$ cat src/shared/ursf_pkg.sv
package ursf_pkg;

    // ************************************************************
    // Register map (byte addresses; printed offsets not all /4)
    // ************************************************************
    localparam logic [11:0] RX_STATUS_IDX  = 12'hF41;
    localparam logic [11:0] RX_DATA_IDX    = 12'hF40;
    localparam logic [11:0] RX_CTRL_IDX    = 12'hF42;
    localparam logic [13:0] RX_STATUS_ADDR = {RX_STATUS_IDX, 2'b00};
    localparam logic [13:0] RX_DATA_ADDR   = {RX_DATA_IDX, 2'b00};
    localparam logic [13:0] RX_CTRL_ADDR   = {RX_CTRL_IDX, 2'b00};

    // ************************************************************
    // Status field positions
    // ************************************************************
    localparam int BIT_RX_READY  = 7;
    localparam int BIT_PARITY    = 6;
    localparam int BIT_OVERRUN   = 5;
    localparam int BIT_STOP      = 4;
    localparam int BIT_BREAK     = 3;
    localparam int BIT_TX_HOLD   = 2;
    localparam int BIT_TX_ALL    = 1;
    localparam int BIT_CTS       = 0;

    // Control fields: [0] parity enable, [1] odd parity, [2] two stop bits
    localparam int CTL_PAR_EN    = 0;
    localparam int CTL_PAR_ODD   = 1;
    localparam int CTL_STOP2     = 2;
    localparam logic [7:0] CTRL_RESET   = 8'h00;

    // ************************************************************
    // Timing
    // ************************************************************
    localparam int CLK_HZ        = 10_000_000;
    localparam int BAUD_DEFAULT  = 9600;
    localparam int DEPTH_DEFAULT = 2;

    // ************************************************************
    // Types
    // ************************************************************
    typedef enum logic [2:0] {
        RX_IDLE   = 3'b000,
        RX_START  = 3'b001,
        RX_DATA   = 3'b011,
        RX_PARITY = 3'b010,
        RX_STOP   = 3'b110
    } ursf_rx_state_t;

    typedef struct packed {
        logic       ok;
        logic [7:0] data;
        logic       par_err;
        logic       stop_err;
        logic       brk;
    } ursf_frame_t;

endpackage : ursf_pkg

$ cat src/hdl/ursf_sync.sv
`timescale 1ns/1ps
module ursf_sync #(
    parameter int WIDTH = 2
) (
    // Clock and reset
    input  wire logic             pclk,
    input  wire logic             presetn,
    // Data
    input  wire logic [WIDTH-1:0] d,
    output logic      [WIDTH-1:0] q
);

    typedef struct packed {
        logic [WIDTH-1:0] s1;
        logic [WIDTH-1:0] s2;
    } ursf_sync_t;

    ursf_sync_t st_r;
    ursf_sync_t st_nxt;

    always_comb begin
        st_nxt.s1 = d;
        st_nxt.s2 = st_r.s1;
    end

    always_ff @(posedge pclk or negedge presetn) begin
        if (!presetn) begin
            st_r <= '1;
        end else begin
            st_r <= st_nxt;
        end
    end

    assign q = st_r.s2;

endmodule : ursf_sync

$ cat src/hdl/ursf_top.sv
`timescale 1ns/1ps
module ursf_top #(
    parameter int BAUD = ursf_pkg::BAUD_DEFAULT
) (
    // APB slave
    input  wire logic        pclk,
    input  wire logic        presetn,
    input  wire logic        psel,
    input  wire logic        penable,
    input  wire logic        pwrite,
    input  wire logic [13:0] paddr,
    input  wire logic [31:0] pwdata,
    output logic      [31:0] prdata,
    output logic             pready,
    output logic             pslverr,
    // Line side
    input  wire logic        rxd,
    input  wire logic        cts_n,
    // Transmit side status, from the transmitter
    input  wire logic        tx_hold_empty_in,
    input  wire logic        tx_all_empty_in
);

    // ************************************************************
    // Constants
    // ************************************************************
    localparam int          DIV_I  = ursf_pkg::CLK_HZ / BAUD;
    localparam logic [15:0] DIV    = 16'(DIV_I);
    localparam logic [15:0] HALF   = 16'(DIV_I / 2);

    // ************************************************************
    // State
    // ************************************************************
    typedef struct packed {
        ursf_pkg::ursf_rx_state_t fsm;
        logic [15:0] cnt;
        logic [2:0]  bitn;
        logic        stopn;
        logic [7:0]  shift;
        logic        par_acc;
        logic        zero_acc;
        logic [7:0]  data;
        logic [7:0]  ctrl;
        logic        rx_byte_ready;
        logic        parity_fault_flag;
        logic        overrun_flag;
        logic        stop_bit_fault_flag;
        logic        line_break_seen;
        logic [31:0] rdata;
        logic        ready;
        logic        slverr;
    } ursf_state_t;

    ursf_state_t st_r;
    ursf_state_t st_nxt;

    logic [3:0] pin_s;
    logic       rx_s;
    logic       cts_s;
    logic       txh_s;
    logic       txa_s;

    ursf_sync #(
        .WIDTH (4)
    ) u_sync (
        .pclk    (pclk),
        .presetn (presetn),
        .d       ({rxd, cts_n, tx_hold_empty_in, tx_all_empty_in}),
        .q       (pin_s)
    );

    assign rx_s  = pin_s[3];
    assign cts_s = pin_s[2];
    assign txh_s = pin_s[1];
    assign txa_s = pin_s[0];

    // ************************************************************
    // Next state
    // ************************************************************
    logic        setup;
    logic        rd_data;
    logic        tick;
    logic        frame_done;
    ursf_pkg::ursf_frame_t fr;
    logic [7:0]  status;

    always_comb begin
        st_nxt     = st_r;
        setup      = psel && !penable;
        rd_data    = setup && !pwrite && (paddr == ursf_pkg::RX_DATA_ADDR);
        tick       = (st_r.cnt == 16'h0000);
        frame_done = 1'b0;
        fr         = '0;
        status     = '0;
        status[ursf_pkg::BIT_RX_READY] = st_r.rx_byte_ready;
        status[ursf_pkg::BIT_PARITY]   = st_r.parity_fault_flag;
        status[ursf_pkg::BIT_OVERRUN]  = st_r.overrun_flag;
        status[ursf_pkg::BIT_STOP]     = st_r.stop_bit_fault_flag;
        status[ursf_pkg::BIT_BREAK]    = st_r.line_break_seen;
        status[ursf_pkg::BIT_TX_HOLD]  = txh_s;
        status[ursf_pkg::BIT_TX_ALL]   = txa_s;
        status[ursf_pkg::BIT_CTS]      = cts_s;

        // Receiver
        if (!tick) begin
            st_nxt.cnt = st_r.cnt - 16'h0001;
        end
        case (st_r.fsm)
            ursf_pkg::RX_IDLE: begin
                if (!rx_s) begin
                    st_nxt.fsm = ursf_pkg::RX_START;
                    st_nxt.cnt = HALF;
                end
            end
            ursf_pkg::RX_START: begin
                if (tick) begin
                    if (rx_s) begin
                        st_nxt.fsm = ursf_pkg::RX_IDLE;
                    end else begin
                        st_nxt.fsm      = ursf_pkg::RX_DATA;
                        st_nxt.cnt      = DIV - 16'h0001;
                        st_nxt.bitn     = 3'h0;
                        st_nxt.par_acc  = st_r.ctrl[ursf_pkg::CTL_PAR_ODD];
                        st_nxt.zero_acc = 1'b1;
                    end
                end
            end
            ursf_pkg::RX_DATA: begin
                if (tick) begin
                    st_nxt.shift    = {rx_s, st_r.shift[7:1]};
                    st_nxt.par_acc  = st_r.par_acc ^ rx_s;
                    st_nxt.zero_acc = st_r.zero_acc & !rx_s;
                    st_nxt.cnt      = DIV - 16'h0001;
                    st_nxt.bitn     = st_r.bitn + 3'h1;
                    st_nxt.stopn    = st_r.ctrl[ursf_pkg::CTL_STOP2];
                    if (st_r.bitn == 3'h7) begin
                        st_nxt.fsm = st_r.ctrl[ursf_pkg::CTL_PAR_EN] ? ursf_pkg::RX_PARITY
                                                                     : ursf_pkg::RX_STOP;
                    end
                end
            end
            ursf_pkg::RX_PARITY: begin
                if (tick) begin
                    st_nxt.par_acc  = st_r.par_acc ^ rx_s;
                    st_nxt.zero_acc = st_r.zero_acc & !rx_s;
                    st_nxt.cnt      = DIV - 16'h0001;
                    st_nxt.fsm      = ursf_pkg::RX_STOP;
                end
            end
            ursf_pkg::RX_STOP: begin
                if (tick) begin
                    st_nxt.zero_acc = st_r.zero_acc & !rx_s;
                    st_nxt.cnt      = DIV - 16'h0001;
                    if (!rx_s || !st_r.stopn) begin
                        frame_done  = 1'b1;
                        st_nxt.fsm  = ursf_pkg::RX_IDLE;
                    end else begin
                        st_nxt.stopn = 1'b0;
                    end
                end
            end
            default: begin
                st_nxt.fsm = ursf_pkg::RX_IDLE;
            end
        endcase

        fr.ok       = frame_done;
        fr.data     = st_r.shift;
        fr.par_err  = st_r.ctrl[ursf_pkg::CTL_PAR_EN] && st_r.par_acc;
        fr.stop_err = !rx_s;
        fr.brk      = st_r.zero_acc && !rx_s;

        // Flags: a data read clears (overrun only when no byte is ready), a completing frame sets and wins
        if (rd_data) begin
            st_nxt.rx_byte_ready       = 1'b0;
            st_nxt.parity_fault_flag   = 1'b0;
            st_nxt.stop_bit_fault_flag = 1'b0;
            st_nxt.line_break_seen     = 1'b0;
            if (!st_r.rx_byte_ready) begin
                st_nxt.overrun_flag = 1'b0;
            end
        end
        if (fr.ok) begin
            if (st_r.rx_byte_ready && !rd_data) begin
                st_nxt.overrun_flag = 1'b1;
            end
            st_nxt.data          = fr.data;
            st_nxt.rx_byte_ready = 1'b1;
            if (fr.par_err) begin
                st_nxt.parity_fault_flag = 1'b1;
            end
            if (fr.stop_err) begin
                st_nxt.stop_bit_fault_flag = 1'b1;
            end
            if (fr.brk) begin
                st_nxt.line_break_seen = 1'b1;
            end
        end

        // APB: zero-wait answer, registered
        st_nxt.ready  = setup;
        st_nxt.slverr = 1'b0;
        st_nxt.rdata  = '0;
        if (setup) begin
            case (paddr)
                ursf_pkg::RX_STATUS_ADDR: begin
                    st_nxt.rdata  = {24'h000000, status};
                    st_nxt.slverr = pwrite;
                end
                ursf_pkg::RX_DATA_ADDR: begin
                    st_nxt.rdata  = {24'h000000, st_r.data};
                    st_nxt.slverr = pwrite;
                end
                ursf_pkg::RX_CTRL_ADDR: begin
                    st_nxt.rdata = {24'h000000, st_r.ctrl};
                    if (pwrite) begin
                        st_nxt.ctrl = pwdata[7:0];
                    end
                end
                default: begin
                    st_nxt.slverr = 1'b1;
                end
            endcase
        end
    end

    always_ff @(posedge pclk or negedge presetn) begin
        if (!presetn) begin
            st_r      <= '0;
            st_r.fsm  <= ursf_pkg::RX_IDLE;
            st_r.ctrl <= ursf_pkg::CTRL_RESET;
        end else begin
            st_r <= st_nxt;
        end
    end

    assign prdata  = st_r.rdata;
    assign pready  = st_r.ready;
    assign pslverr = st_r.slverr;

endmodule : ursf_top

$ cat config.mk
export PLATFORM = sky130hd
export DESIGN_NAME = ursf_top
export DESIGN_NICKNAME = d
export VERILOG_FILES = /design/src/shared/ursf_pkg.sv /design/src/hdl/ursf_sync.sv /design/src/hdl/ursf_top.sv
export SDC_FILE = /design/constraint.sdc
export NUM_CORES = 1
export LEC_CHECK = 0
export BUFFER_PORTS_ARGS = -buffer_cell sky130_fd_sc_hd__buf_4
export CAP_MARGIN = 20
export CORE_MARGIN = 2
export CORE_UTILIZATION = 43
export DETAILED_ROUTE_END_ITERATION = 8
export PLACE_DENSITY = 0.67
export SYNTH_ARGS = -nofsm -noshare
export SYNTH_HDL_FRONTEND = slang
export SYNTH_SLANG_ARGS = --single-unit
$ cat constraint.sdc
create_clock -name pclk -period 7.1 [get_ports pclk]
set_input_delay 1.42 -clock pclk [delete_from_list [all_inputs] [get_ports pclk]]
set_output_delay 1.42 -clock pclk [all_outputs]
set_load 0.01 [all_outputs]
==> results.json <==
{
  "insertion_delay_ns": 0.35,
  "slew_headroom_pct": 40.8,
  "worstMarginPinSlew_ns": 0.888,
  "start_util_pct": 43.9,
  "cts_tree": "done",
  "status": "complete, no violations",
  "hold_viol": 0,
  "vias": 2445,
  "dieArea_mm2": 0.00905,
  "syn_avg_cell_area_um2": 10.8,
  "ys_warn_count": 0,
  "dr_wl_met3_um": 219,
  "portBuffers": 40,
  "synthTopCellsByArea": "dfrtp_1 45%, mux2_2 7.6%, buf_4 6.9%",
  "setup_viol_count_final": 0,
  "synth_top_flop_cell": "dfrtp_1",
  "syn-cell-area_mm2": 0.00357,
  "worstPathMaxFanout": 8,
  "cts-resized-gates": 0,
  "rsz0062_at_grt": "false",
  "finalMaxSlewViolations": 0,
  "wl_met1_um": 3140,
  "via_per_inst": 5.18,
  "end_kind": "flop",
  "synthArstFlopShare_pct": 100,
  "post-cts-setup-buffer-count": 0,
  "layout_worst_path_cycle_share_pct": 45.5,
  "cts.sink_count": 72,
  "drc": 0,
  "route.met2.wl_um": 3150,
  "antenna_cells": 0,
  "p_per_area_mw_per_mm2": 196,
  "synthCells": 331,
  "first_pass_iters": 4,
  "hold_path_class": "flop to flop",
  "netlist.top_cell.by_area": "dfrtp_1",
  "sequentialPowerShare_pct": 53.3,
  "p_sw_uw": 180,
  "netSwitchingFraction_pct": 23.1,
  "synth_cell_types": 58,
  "cp.required_ns": 7.34,
  "pwr-share-clk_pct": 42.1,
  "cts.path.max_buffers": 2,
  "hold_depth": 0,
  "htreeDepth": 3,
  "crit_path_start_kind": "primary input",
  "worstReg2RegEnd": "st_r[69]",
  "routed_wl_um": 6630,
  "path_clk_slew_ns": 0.08,
  "pwr-share-comb_pct": 4.6,
  "p_total_uw": 781,
  "cts_buffers": 9,
  "nets": 421,
  "grt_start_max_net_pins": 73,
  "grt-ovfl-total": 0,
  "cp-endpoint": "st_r[43]",
  "fp.dieH_um": 95.1,
  "antenna_found_initial": 0,
  "rows": 33,
  "r2r_setup_slack_ns": 4.07,
  "intPower_uw": 601,
  "cts-root-buf": "clkbuf_8",
  "grt_usage_pct": 15.8,
  "ir_worst_vdd_v": 0.0000906,
  "cap_viol_max_count": 0,
  "leakagePower_nw": 1.91,
  "seq_area_frac_synth_pct": 50.7,
  "hold_buffers": 0,
  "gp_congestion": 0.770,
  "synth_top_area_share_pct": 44.8,
  "crit_start": "paddr[7]",
  "grt_pass1_wl_um": 11000,
  "critPathKind": "primary input to flop",
  "area_growth_pct": 11.7,
  "fin_crit_ns": 3.23,
  "synth_seq_cells": 72,
  "worst_r2r_path_depth": 10,
  "hpwl_um": 4670,
  "routed.top_layer": "met4",
  "first_iter_violations": 183,
  "fmax_ghz": 0.310,
  "wl_per_cell_um": 14.1,
  "arrival_ns": 3.47,
  "die_x_um": 95.1,
  "drtAntennaViolNets": 0,
  "skew_ns": 0.0102,
  "coreArea_mm2": 0.00813,
  "first_global_vias": 2289,
  "synth_edf_count": 0,
  "layout-drive-gt1-share_pct": 27.8,
  "r2r-start": "st_r[69]",
  "tns_ns": 0,
  "io_pins": 89
}
[flip-flops by register name, summed over array words and instances, names as in the netlist]
signal	flops
u_sync.q	4
prdata	8
u_sync.st_nxt	4
pready	1
st_r	46
fr	8
pslverr	1
[synthesized netlist by cell type (2+ instances only)]
library cell / instances
dfrtp_1: 64
buf_4: 33
nor2_1: 30
mux2_2: 24
a21oi_1: 22
nand2_1: 22
o21ai_0: 11
mux2i_1: 9
dfstp_2: 8
nor4_1: 8
inv_1: 7
nand3_1: 7
clkbuf_1: 6
nand2b_1: 6
xnor2_1: 6
ha_1: 4
nand4b_1: 4
nor2b_1: 4
a211oi_1: 3
buf_2: 3
nand4_1: 3
nor3_1: 3
o31ai_1: 3
or2_2: 3
a21o_1: 2
a22o_1: 2
a32o_1: 2
or4_1: 2
[cells in the final DEF, fill, tap and decap left out, drive strengths merged, types with 12 or more instances in the layout]
cell type / n
conb: 24
a21oi: 22
nor2: 31
buf: 40
clkbuf: 12
o21ai: 12
nand2: 22
dfrtp: 64
mux2: 24
[power by group through the flow]
stage	Sequential, mW	Combinational (mW)	Clock, mW
floorplan	0.424	0.0240	0
global placement	0.424	0.0361	0
detailed placement	0.424	0.0366	0
CTS	0.416	0.0366	0.335
global route	0.417	0.0415	0.352
finish	0.416	0.0360	0.329
[final cells by class]
type,count,area [um^2]
Sequential cell,72,1810
Clock buffer,11,141
Timing Repair Buffer,41,305
Inverter,7,26.3
Multi-Input combinational cell,231,1520
Clock inverter,5,57.6
Fill cell,774,4150
Tap cell,105,131
[through the flow]
step	setup WS, ns	area (um^2)	hold WS (ns)	util, %	std cells
floorplan	3.88	3660	0.345	-	354
global placement	3.51	3780	0.346	46.5	455
detailed placement	3.50	3780	0.347	46.5	455
CTS	3.87	3980	0.358	49.0	471
global route	3.79	3990	0.364	49.0	472
finish	3.87	3990	0.356	49.0	472
[per-layer routing]
metal  vias up  track usage, %
met5         -               0
met3        10            2.13
met1      1199            22.4
met2        61            23.7
met4         0            7.97
li1       1175               -
[cell families (layout without fill, tap and decap cells)]
logic type | Yosys count | in the layout | synth area share [%]
buffers and inverters | 51 | 64 | 9.25
adder cells (fa/ha/maj) | 4 | 4 | 1.40
multiplexers | 33 | 33 | 10.1
AND/OR/NAND/NOR | 106 | 106 | 16.6
XOR/XNOR | 7 | 7 | 1.72
other | 1 | 24 | 0.105
flip-flops | 72 | 72 | 50.7
AO/OA/AOI/OAI | 57 | 57 | 10.1
[critical path, stage by stage]
cell and delay (ns):
buf_4 0.10, or4b_2 0.65, nor3_1 0.39, and4_1 0.52
mux2_2 0.38
[worst min-delay path by stage]
stage	slack [ns]	startpoint	to
3_5_place_dp	0.35	u_sync.st_nxt[2]	u_sync.q[2]
2_1_floorplan	0.35	u_sync.st_nxt[0]	u_sync.q[0]
3_3_place_gp	0.35	u_sync.st_nxt[0]	u_sync.q[0]
5_1_grt	0.36	u_sync.st_nxt[1]	u_sync.q[1]
6_report	0.36	u_sync.st_nxt[3]	u_sync.q[3]
4_1_cts	0.36	u_sync.st_nxt[2]	u_sync.q[2]
Note: power is estimated with default switching activity, not from simulation.
